File: src/inc/wake_gating_pkg.sv
`default_nettype none

package wake_gating_pkg;

  // ----------------------------------------------------------------
  // widths
  // ----------------------------------------------------------------
  localparam int ADDR_W = 8;
  localparam int DATA_W = 8;

  // ----------------------------------------------------------------
  // register offsets
  // ----------------------------------------------------------------
  localparam logic [7:0] OFF_STS_GRP1  = 8'h05;
  localparam logic [7:0] OFF_STS_GRP2  = 8'h06;
  localparam logic [7:0] OFF_EN_GRP1   = 8'h0B;
  localparam logic [7:0] OFF_EN_GRP2   = 8'h0C;
  localparam logic [7:0] OFF_CTRL      = 8'h20;
  localparam logic [7:0] OFF_IRQ_STS   = 8'h21;
  localparam logic [7:0] OFF_IRQ_MASK  = 8'h22;
  localparam logic [7:0] OFF_SRC_LEVEL = 8'h23;

  // ----------------------------------------------------------------
  // field positions
  // ----------------------------------------------------------------
  localparam int CTRL_MASTER_EN_BIT = 0;
  localparam int CTRL_BUS_LEVEL_BIT = 1;
  localparam int CTRL_REQ_DRIVE_BIT = 2;
  localparam int GRP2_SMI_BIT       = 3;
  localparam int IRQ_GRP1_BIT       = 0;
  localparam int IRQ_GRP2_BIT       = 1;
  localparam int IRQ_REQ_BIT        = 2;

  // ----------------------------------------------------------------
  // reset values
  // ----------------------------------------------------------------
  localparam logic [7:0] EN_RESET   = 8'h00;
  localparam logic [7:0] STS_RESET  = 8'h00;
  localparam logic [7:0] CTRL_RESET = 8'h00;
  localparam logic [7:0] IRQ_RESET  = 8'h00;
  localparam logic [7:0] RD_IDLE    = 8'h00;

endpackage : wake_gating_pkg

`default_nettype wire

File: src/inc/wake_bank_if.sv
`timescale 1ns/1ps
`default_nettype none

interface wake_bank_if #(parameter int WIDTH = 8);
  logic [WIDTH-1:0] event_in;
  logic             clr_wr;
  logic [WIDTH-1:0] clr_data;
  logic [WIDTH-1:0] status;
  logic             any_new;

  modport bank (
    input  event_in,
    input  clr_wr,
    input  clr_data,
    output status,
    output any_new
  );

  modport user (
    output event_in,
    output clr_wr,
    output clr_data,
    input  status,
    input  any_new
  );
endinterface : wake_bank_if

`default_nettype wire

File: src/hw/wake_status_bank.sv
`timescale 1ns/1ps
`default_nettype none

module wake_status_bank
  import wake_gating_pkg::*;
#(
  parameter int WIDTH = 8
) (
  input wire logic clk,
  input wire logic rst_b,
  wake_bank_if.bank bus
);

  logic [WIDTH-1:0] status_r;
  logic [WIDTH-1:0] status_nxt;
  logic             any_new_r;

  // ----------------------------------------------------------------
  // sticky status, write one to clear
  // ----------------------------------------------------------------
  // set beats clear so an event landing on the clearing write survives
  always_comb begin
    status_nxt = status_r;
    if (bus.clr_wr) begin
      status_nxt = status_nxt & ~bus.clr_data;
    end
    status_nxt = status_nxt | bus.event_in;
  end

  // of the resets, only the standby reset clears it
  always_ff @(posedge clk) begin
    if (!rst_b) begin
      status_r <= WIDTH'(STS_RESET);
    end else begin
      status_r <= status_nxt;
    end
  end

  always_ff @(posedge clk) begin
    if (!rst_b) begin
      any_new_r <= 1'b0;
    end else begin
      any_new_r <= |(bus.event_in & ~status_r);
    end
  end

  assign bus.status  = status_r;
  assign bus.any_new = any_new_r;

endmodule : wake_status_bank

`default_nettype wire

File: src/hw/pme_wake_enable_gating.sv
// Summary of operation
// - register 0x0B is read/write and its bits 0..7 enable group-one pins 0..7 as wake sources.
// - register 0x0C is read/write and its bits 0-2 and 4-7 enable group-two pins 0-2 and 4-7.
// - bit 3 of register 0x0C enables the grouped SMI source as a wake source instead of a pin.
// - the wake request output goes low when some source has enable, status and master enable all 1.
// - a disabled source still sets its status bit but never drives the wake request.
// - main-supply power-on, soft and hard resets leave both enable registers untouched.
// - a status bit sets on its source's wake event whatever the enables say.
// - writing 1 clears a status bit, writing 0 does nothing, so software clears with ones.
//
// Our own choice: the strobed register port.
`timescale 1ns/1ps
`default_nettype none

module pme_wake_enable_gating
  import wake_gating_pkg::*;
#(
  parameter int GRP_W = 8
) (
  input  wire logic              clk,
  input  wire logic              rst_b,
  input  wire logic              main_reset,
  input  wire logic [ADDR_W-1:0] addr,
  input  wire logic [DATA_W-1:0] wdata,
  input  wire logic              wr,
  input  wire logic              rd,
  output logic      [DATA_W-1:0] rdata,
  input  wire logic [GRP_W-1:0]  gpio_grp1_wake,
  input  wire logic [GRP_W-1:0]  gpio_grp2_wake,
  input  wire logic              grouped_smi_wake_status,
  input  wire logic              wake_request_in_n,
  output logic                   wake_request_out_n,
  output logic                   wake_request_out_n_oe,
  output logic                   irq
);

  // ----------------------------------------------------------------
  // state
  // ----------------------------------------------------------------
  logic [GRP_W-1:0]  wake_enable_group_one_r;
  logic [GRP_W-1:0]  wake_enable_group_two_and_smi_r;
  logic              wake_master_enable_r;
  logic [2:0]        irq_sts_r;
  logic [2:0]        irq_sts_nxt;
  logic [2:0]        irq_mask_r;
  logic [DATA_W-1:0] rdata_r;
  logic [DATA_W-1:0] rdata_nxt;
  logic              req_r;
  logic              req_nxt;
  logic              out_n_r;
  logic              irq_r;
  logic              bus_level_r;
  logic [GRP_W-1:0]  grp2_src;
  logic [GRP_W-1:0]  grp1_armed;
  logic [GRP_W-1:0]  grp2_armed;

  wake_bank_if #(.WIDTH(GRP_W)) grp1_if ();
  wake_bank_if #(.WIDTH(GRP_W)) grp2_if ();

  // ----------------------------------------------------------------
  // helpers
  // ----------------------------------------------------------------
  function automatic logic wr_hit(input logic             strobe,
                                  input logic [ADDR_W-1:0] a,
                                  input logic [7:0]        off);
    wr_hit = strobe && (a == off);
  endfunction : wr_hit

  // a source is armed only when it has fired and software let it
  function automatic logic [GRP_W-1:0] armed(input logic [GRP_W-1:0] sts,
                                             input logic [GRP_W-1:0] en);
    armed = sts & en;
  endfunction : armed

  // ----------------------------------------------------------------
  // status banks
  // ----------------------------------------------------------------
  // bit 3 of group two carries the grouped smi source, not a pin
  always_comb begin
    grp2_src               = gpio_grp2_wake;
    grp2_src[GRP2_SMI_BIT] = grouped_smi_wake_status;
  end

  assign grp1_if.event_in = gpio_grp1_wake;
  assign grp1_if.clr_wr   = wr_hit(wr, addr, OFF_STS_GRP1);
  assign grp1_if.clr_data = wdata[GRP_W-1:0];
  assign grp2_if.event_in = grp2_src;
  assign grp2_if.clr_wr   = wr_hit(wr, addr, OFF_STS_GRP2);
  assign grp2_if.clr_data = wdata[GRP_W-1:0];

  wake_status_bank #(.WIDTH(GRP_W)) u_grp1_bank (
    .clk   (clk),
    .rst_b (rst_b),
    .bus   (grp1_if.bank)
  );

  wake_status_bank #(.WIDTH(GRP_W)) u_grp2_bank (
    .clk   (clk),
    .rst_b (rst_b),
    .bus   (grp2_if.bank)
  );

  // ----------------------------------------------------------------
  // enable registers
  // ----------------------------------------------------------------
  // main_reset deliberately absent: the enables live on standby power
  always_ff @(posedge clk) begin
    if (!rst_b) begin
      wake_enable_group_one_r <= GRP_W'(EN_RESET);
    end else if (wr_hit(wr, addr, OFF_EN_GRP1)) begin
      wake_enable_group_one_r <= wdata[GRP_W-1:0];
    end
  end

  always_ff @(posedge clk) begin
    if (!rst_b) begin
      wake_enable_group_two_and_smi_r <= GRP_W'(EN_RESET);
    end else if (wr_hit(wr, addr, OFF_EN_GRP2)) begin
      wake_enable_group_two_and_smi_r <= wdata[GRP_W-1:0];
    end
  end

  always_ff @(posedge clk) begin
    if (!rst_b) begin
      wake_master_enable_r <= CTRL_RESET[CTRL_MASTER_EN_BIT];
    end else if (wr_hit(wr, addr, OFF_CTRL)) begin
      wake_master_enable_r <= wdata[CTRL_MASTER_EN_BIT];
    end
  end

  // ----------------------------------------------------------------
  // wake request gating
  // ----------------------------------------------------------------
  assign grp1_armed = armed(grp1_if.status, wake_enable_group_one_r);
  assign grp2_armed = armed(grp2_if.status,
                            wake_enable_group_two_and_smi_r);

  always_comb begin
    req_nxt = wake_master_enable_r && (|grp1_armed || |grp2_armed);
  end

  // open drain: pull low while requesting, float otherwise
  always_ff @(posedge clk) begin
    if (!rst_b) begin
      req_r   <= 1'b0;
      out_n_r <= 1'b1;
    end else begin
      req_r   <= req_nxt;
      out_n_r <= ~req_nxt;
    end
  end

  // pad level is a plain synchronous input, kept for readback only
  always_ff @(posedge clk) begin
    if (!rst_b) begin
      bus_level_r <= 1'b1;
    end else begin
      bus_level_r <= wake_request_in_n;
    end
  end

  // ----------------------------------------------------------------
  // interrupt status and mask
  // ----------------------------------------------------------------
  // new events set, write one clears, set wins
  always_comb begin
    irq_sts_nxt = irq_sts_r;
    if (wr_hit(wr, addr, OFF_IRQ_STS)) begin
      irq_sts_nxt = irq_sts_nxt & ~wdata[2:0];
    end
    irq_sts_nxt[IRQ_GRP1_BIT] = irq_sts_nxt[IRQ_GRP1_BIT] | grp1_if.any_new;
    irq_sts_nxt[IRQ_GRP2_BIT] = irq_sts_nxt[IRQ_GRP2_BIT] | grp2_if.any_new;
    irq_sts_nxt[IRQ_REQ_BIT]  = irq_sts_nxt[IRQ_REQ_BIT] | (req_nxt & ~req_r);
  end

  always_ff @(posedge clk) begin
    if (!rst_b || main_reset) begin
      irq_sts_r <= IRQ_RESET[2:0];
    end else begin
      irq_sts_r <= irq_sts_nxt;
    end
  end

  always_ff @(posedge clk) begin
    if (!rst_b || main_reset) begin
      irq_mask_r <= IRQ_RESET[2:0];
    end else if (wr_hit(wr, addr, OFF_IRQ_MASK)) begin
      irq_mask_r <= wdata[2:0];
    end
  end

  // mask bit 1 lets the matching status bit through
  always_ff @(posedge clk) begin
    if (!rst_b || main_reset) begin
      irq_r <= 1'b0;
    end else begin
      irq_r <= |(irq_sts_nxt & irq_mask_r);
    end
  end

  // ----------------------------------------------------------------
  // read path
  // ----------------------------------------------------------------
  // unmapped offsets and reserved bits read zero
  always_comb begin
    rdata_nxt = RD_IDLE;
    if (rd) begin
      case (addr)
        OFF_STS_GRP1:  rdata_nxt = DATA_W'(grp1_if.status);
        OFF_STS_GRP2:  rdata_nxt = DATA_W'(grp2_if.status);
        OFF_EN_GRP1:   rdata_nxt = DATA_W'(wake_enable_group_one_r);
        OFF_EN_GRP2:   begin
          rdata_nxt = DATA_W'(wake_enable_group_two_and_smi_r);
        end
        OFF_CTRL:      begin
          rdata_nxt[CTRL_MASTER_EN_BIT] = wake_master_enable_r;
          rdata_nxt[CTRL_BUS_LEVEL_BIT] = bus_level_r;
          rdata_nxt[CTRL_REQ_DRIVE_BIT] = req_r;
        end
        OFF_IRQ_STS:   rdata_nxt = DATA_W'(irq_sts_r);
        OFF_IRQ_MASK:  rdata_nxt = DATA_W'(irq_mask_r);
        OFF_SRC_LEVEL: rdata_nxt = DATA_W'(gpio_grp1_wake);
        default:       rdata_nxt = RD_IDLE;
      endcase
    end
  end

  always_ff @(posedge clk) begin
    if (!rst_b) begin
      rdata_r <= RD_IDLE;
    end else begin
      rdata_r <= rdata_nxt;
    end
  end

  // ----------------------------------------------------------------
  // outputs
  // ----------------------------------------------------------------
  assign rdata                 = rdata_r;
  assign wake_request_out_n    = out_n_r;
  assign wake_request_out_n_oe = req_r;
  assign irq                   = irq_r;

endmodule : pme_wake_enable_gating

`default_nettype wire

File: config.mk
export PLATFORM = sky130hd
export DESIGN_NAME = pme_wake_enable_gating
export DESIGN_NICKNAME = d
export VERILOG_FILES = /design/src/inc/wake_gating_pkg.sv /design/src/inc/wake_bank_if.sv /design/src/hw/wake_status_bank.sv /design/src/hw/pme_wake_enable_gating.sv
export SDC_FILE = /design/constraint.sdc
export NUM_CORES = 1
export LEC_CHECK = 0
export ABC_AREA = 1
export BUFFER_PORTS_ARGS = -buffer_cell sky130_fd_sc_hd__buf_2
export CAP_MARGIN = 20
export CORE_ASPECT_RATIO = 0.9
export CORE_UTILIZATION = 30
export DETAILED_ROUTE_END_ITERATION = 10
export PLACE_DENSITY = 0.55
export SLEW_MARGIN = 20
export SYNTH_ARGS = -nofsm -noshare
export SYNTH_HDL_FRONTEND = slang
export SYNTH_SLANG_ARGS = --single-unit
export TNS_END_PERCENT = 30
File: constraint.sdc
create_clock -name clk -period 1.1 [get_ports clk]
set_input_delay 0.055 -clock clk [delete_from_list [all_inputs] [get_ports clk]]
set_output_delay 0.055 -clock clk [all_outputs]
set_load 0.01 [all_outputs]
# ---- Yosys cells after proc, flatten, opt, wreduce, memory -nomap -nowiden
# Cells that the tools add are included.
dict set report totals {
  input_bits 39
  word_cells 64
  register_bits 53
}
dict set report op_classes {
  n_mux 5
  reduce_logical 17
  eq_ne 8
  bitwise_logic 20
}
# cell n
set ops {}
lappend ops {{AND 8 bit} 6}
lappend ops {{== test 8 x 6 -> 1 bit (second input constant)} 4}
lappend ops {{OR reduction 8 bit} 4}
lappend ops {{case mux 5 bit (5 select lines)} 1}
lappend ops {{inverter 8 bit} 3}
lappend ops {{case mux 3 bit (8 select lines)} 1}
lappend ops {{== test 8 x 3 -> 1 bit (second input constant)} 2}
lappend ops {{== test 8 x 4 -> 1 bit (second input constant)} 2}
lappend ops {{two-way mux 8 bit} 2}
lappend ops {{bitwise OR 8 bit} 2}
lappend ops {{logical AND 1 bit} 8}
lappend ops {{AND 3 bit} 2}
lappend ops {{two-way mux 3 bit} 1}
lappend ops {{inverter 3 bit} 1}
lappend ops {{bitwise OR 1 bit} 3}
lappend ops {{OR reduction 3 bit} 1}
lappend ops {{logical OR 1 bit} 2}
lappend ops {{inverter 1 bit} 2}
lappend ops {{AND reduction 2 bit} 1}
lappend ops {{AND 1 bit} 1}
lappend ops {{logical NOT 1 bit} 1}

# ---- Depth between registers and ports, before layout
dict set report logic_depth {
  word_depth 8
  depth_mapped 10
  ltp_nobuf 10
}

# ---- Cells and area by module
# A second synthesis with hierarchy kept.
dict set report hier_totals {
  hier_cells 423
  hier_area_um2 2692.6
}
# mod seq_area_each_um2 cells_per_inst area_each_um2 instances
set modules_own_cells {}
lappend modules_own_cells {pme_wake_enable_gating 700.7 307 1926.8 1}
lappend modules_own_cells {wake_status_bank 180.2 58 382.9 2}

# ---- Worst setup path after synthesis
# OpenSTA, ideal clock, no wires.
dict set report synth_timing {
  path_type {input -> register}
  startpoint {in addr[5]}
  endpoint {reg u_grp1_bank.status_r[0], in the netlist u_grp1_bank.bus.status[0]}
  path_slack_ns 0.059
  t_arrival_ns 0.909
  stages 8
  cell_sequence {nor2_1 -> nand2_2 -> inv_1 -> nand2_1 -> inv_2 -> nand2_1 -> o21ai_0 -> a21oi_1}
}
dict set report synth_via {
  elab_chain_cells 4
}
# item line
set synth_lines {}
lappend synth_lines {{start: declaration} pme_wake_enable_gating.sv:23} ;# input wire logic [ADDR_W-1:0] addr,
lappend synth_lines {{== test 8 x 3 -> 1 bit} pme_wake_enable_gating.sv:66} ;# wr_hit = strobe && (a == off);
lappend synth_lines {{logical AND 1 bit} pme_wake_enable_gating.sv:66}
lappend synth_lines {{two-way mux 8 bit} wake_status_bank.sv:24} ;# if (bus.clr_wr) begin
lappend synth_lines {{bitwise OR 8 bit} wake_status_bank.sv:27} ;# status_nxt = status_nxt | bus.event_in;
lappend synth_lines {{end signal: assignment} wake_status_bank.sv:33} ;# status_r <= WIDTH'(STS_RESET);
lappend synth_lines {{end signal: assignment} wake_status_bank.sv:35} ;# status_r <= status_nxt;
lappend synth_lines {{end: declaration} wake_status_bank.sv:14} ;# logic [WIDTH-1:0] status_r;
# Every way passes these cells.
# A chain may end at the register's enable or synchronous reset.

# ---- Worst setup path after layout
dict set report layout_timing {
  startpoint {reg u_grp2_bank.status_r[5], in the netlist u_grp2_bank.bus.status[5]}
  endpoint {reg irq_sts_r[2]}
}
dict set report layout_via {
  elab_chain_cells 6
}
# item line
set layout_lines {}
lappend layout_lines {{start: declaration} wake_status_bank.sv:14}
lappend layout_lines {{start signal: assignment} wake_status_bank.sv:33}
lappend layout_lines {{start signal: assignment} wake_status_bank.sv:35}
lappend layout_lines {{AND 8 bit} pme_wake_enable_gating.sv:72} ;# armed = sts & en;
lappend layout_lines {{OR reduction 8 bit} pme_wake_enable_gating.sv:139} ;# req_nxt = wake_master_enable_r && (|grp1_armed || |grp2_armed);
lappend layout_lines {{logical OR 1 bit} pme_wake_enable_gating.sv:139}
lappend layout_lines {{logical AND 1 bit} pme_wake_enable_gating.sv:139}
lappend layout_lines {{AND 1 bit} pme_wake_enable_gating.sv:173} ;# irq_sts_nxt[IRQ_REQ_BIT] = irq_sts_nxt[IRQ_REQ_BIT] | (req_nxt & ~req_r);
lappend layout_lines {{bitwise OR 1 bit} pme_wake_enable_gating.sv:173}
lappend layout_lines {{end signal: assignment} pme_wake_enable_gating.sv:178} ;# irq_sts_r <= IRQ_RESET[2:0];
lappend layout_lines {{end signal: assignment} pme_wake_enable_gating.sv:180} ;# irq_sts_r <= irq_sts_nxt;
lappend layout_lines {{end: declaration} pme_wake_enable_gating.sv:43} ;# logic [2:0] irq_sts_r;
# Every way passes these cells.

==> impl_results.md <==
* Run status: complete, but fails checks
* Failing checks: setup timing
* WL final at 8143 um
* CP max stage delay at 0.35 ns
* Fin cells at 598
* Ports at 50
* Diodes inserted at 0
* Dpl cell area at 3293 um^2
* Slew @ Worst Pin at about 0.43 ns
* Core area at 8145 um^2
* Tot GR Track Use at between 10% and 20%
* Worst Setup Start Kind: flop
* Crit path kind: reg -> reg
* Tmin final at 1.153 ns
* Placed insts at between 500 and 600
* DRT met1 WL at slightly above 4000 um
* PwrDens at 1064 nW/um^2
* Leading area contributor after synthesis: dfxtp_1
* Setup tns final at -0.1035 ns
* Design area at 3570 um^2
* Die width at around 99 um
* Syn Inst Count at 384
* Most common library cells after synthesis: nand2_1 (110), dfxtp_1 (53), inv_1 (51)
* Row count at 31
* Leakage Power at roughly 1.7 nW
* Clock Sinks at 53
* Final core utilization at 43.82%
* Met3 WL post-DR at 430 um
* Post-DRT Antenna Nets at 0
* First-pass detailed-route iteration total at 5
* Clock slew at the register clock pins of the worst setup and hold paths at roughly 0.10 ns
* I/O Buffers at 48
* H-tree levels at 2
* Max Cap Viol at 0
* Post-synth ARST share at 0%
* Routed vias/inst at 4.722
* Chip height at 89.57 um
* Fillers at between 800 and 900
* Worst path cell trace: nand2_1, nand2_1, inv_1, nand2_1, nor2_1, nand2_1, nand3_2, buf_4, a21oi_2
* Endpoints failing setup at 2
* Final Hold Viols at 0
* CP most frequent cell: nand2_1
* CP arrival at ~1.4 ns
* CTS Buffer Depth at 2
* Crit end category: flop
* TritonCTS clock tree: yes
* Worst hold slack at 0.004418 ns
* Nets@finish at 538
* Slew Limit Fails at 0
* First-pass GRT wire length at 13140 um
* Syn Area/Cell at ~6.7 um^2
* Routability congestion estimate from global placement at between 0.8 and 0.9
* Top layer in use: met4
* Dpl hpwl at 6396 um
* RSZ-0062 raised after global routing: true
* Sequential-to-total area share from yosys stat at between 40 and 50%
* VDD IR max at around 540 uV
* Initial DRC count at 160
* CTS root buf: clkbuf_8
* Total gr overflow at 0
* Count of cell types in the netlist at 25
* Synthesized flop and latch total at 53
* Synthesized area at 2556 um^2
* Synth warn at 0
* Fmax at a little under 900 MHz
* CTS Buf Count at 5
* # DRC at 0
* Number of synthesized flops with an enable pin at 0
* Post-Place Worst Slack at -0.2620 ns
* WL per Instance at 13.62 um
* Required @ worst endpoint at approximately 1.3 ns
* Initial antenna violation count at 0
* CP max-delay cell: dfxtp_2
* Top post-synthesis cells by area: dfxtp_1 (42%), nand2_1 (16%), a21oi_1 (8.4%)
* Worst skew pair latency at 0.32 ns
* Synth top area share at 41.51%
* Final cycle utilization of the critical path at 104.8%
* Fin Clk Skew at 0.01507 ns
* Net Count, Synth at 423
* Area Growth Syn to Fin at 39.65%
* Die area at just under 9000 um^2
* Layout cells sized above 1 at 31.86%
* Worst hold path type: in -> reg
* Most frequent cell after synthesis: nand2_1
* Pwr Total at about 3.8 mW
* Final setup margin at -0.05311 ns
* Initial Utilization at 31.38%
* Routed via count at 2824
* Top_reg_cell synth: dfxtp_1
* Relative slew margins at 71.63%
* Critical-path maximum fanout at 3
* Pin count of the biggest net entering global routing at 19
* Vias in the first global route at 2641
* WL met2 at 3544 um
==> power breakdown <==
group | internal (mW) | leakage [nW] | switching (mW) | total [mW]
Sequential | 1.98 | 0.440 | 0.0301 | 2.01
Combinational | 0.216 | 1.25 | 0.250 | 0.465
Clock | 0.664 | 0.0540 | 0.664 | 1.33
Total | 2.86 | 1.74 | 0.944 | 3.80
==> cells by family after synthesis <==
logic type / Yosys count / synth area share (%)
flip-flops: 53 / 41.51
buffers and inverters: 62 / 9.838
AND/OR/NAND/NOR: 188 / 32.31
AO/OA/AOI/OAI: 81 / 16.35
==> layout by cell type (no fill, tap or decap), drive strengths merged, types with 2 or more instances in the layout <==
| cell | netlist | routed |
|---|---|---|
| nand4 | 4 | 4 |
| inv | 54 | 54 |
| buf | 3 | 108 |
| nor3 | 5 | 5 |
| nor2 | 32 | 32 |
| clkinv | 1 | 2 |
| dfxtp | 53 | 53 |
| dlygate4sd3 | 0 | 7 |
| nand3 | 25 | 25 |
| nand2 | 118 | 118 |
| clkbuf | 4 | 5 |
| nor4 | 2 | 2 |
| o21ai | 28 | 28 |
| a21oi | 43 | 43 |
| o22ai | 9 | 9 |
==> path summary, 6_finish.rpt <==
kind	endpoint	slack, ns	startpoint	cells past startpoint
setup / recovery	irq_sts_r[2]$_SDFF_PP0_	-0.05	u_grp2_bank.bus.status[5]$_SDFF_PN0_	9
hold / removal	u_grp2_bank.bus.status[0]$_SDFF_PN0_	0.004	gpio_grp2_wake[0]	3
setup reg to reg	irq_sts_r[2]$_SDFF_PP0_	-0.05	u_grp2_bank.bus.status[5]$_SDFF_PN0_	9
hold reg to reg	wake_enable_group_one_r[2]$_SDFFE_PN0P_	0.48	wake_enable_group_one_r[2]$_SDFFE_PN0P_	2
==> layer usage <==
metal  GRT usage, %  up-vias
met1          27.61     1266
met3          2.941        9
met5              0        -
met2          30.24       87
met4          5.214        0
li1               -     1462
==> flip-flops by register name (all words and copies together) (netlist names) <==
name                             count
wake_enable_group_one_r              8
irq                                  1
rdata                                8
u_grp2_bank.bus.status               8
u_grp1_bank.bus.any_new              1
wake_request_out_n_oe                1
wake_master_enable_r                 1
irq_sts_r                            3
u_grp1_bank.bus.status               8
wake_enable_group_two_and_smi_r      8
u_grp2_bank.bus.any_new              1
wake_request_out_n                   1
irq_mask_r                           3
bus_level_r                          1
==> area by class of cell <==
class	instances	area [um^2]	area share [%]
multi-input combinational	269	1279	35.82
tap	99	123.9	3.470
sequential	53	1084	30.35
clock inverter	2	35.03	0.9814
timing repair buffer	115	773.2	21.66
inverter	55	206.4	5.783
clock buffer	5	68.82	1.928
==> timing repair <==
item | 4_1_cts | 5_1_grt
endpoints found under the setup margin | 2 | 12
endpoints found under the hold margin | 7 | 0
resized for setup | 3 | 24
buffers inserted | 0 | 6
pin swaps | 2 | 11
hold buffers | 7 | 0
==> critical path, delay by kind of cell (launching register included) <==
family                 cells  cell delay (ns)
and+or+nand+nor            6             0.43
AOI/OAI and AO/OA          1             0.12
buffers and inverters      2             0.19
DFF                        1             0.35
Note: power is estimated with default switching activity, not from simulation.
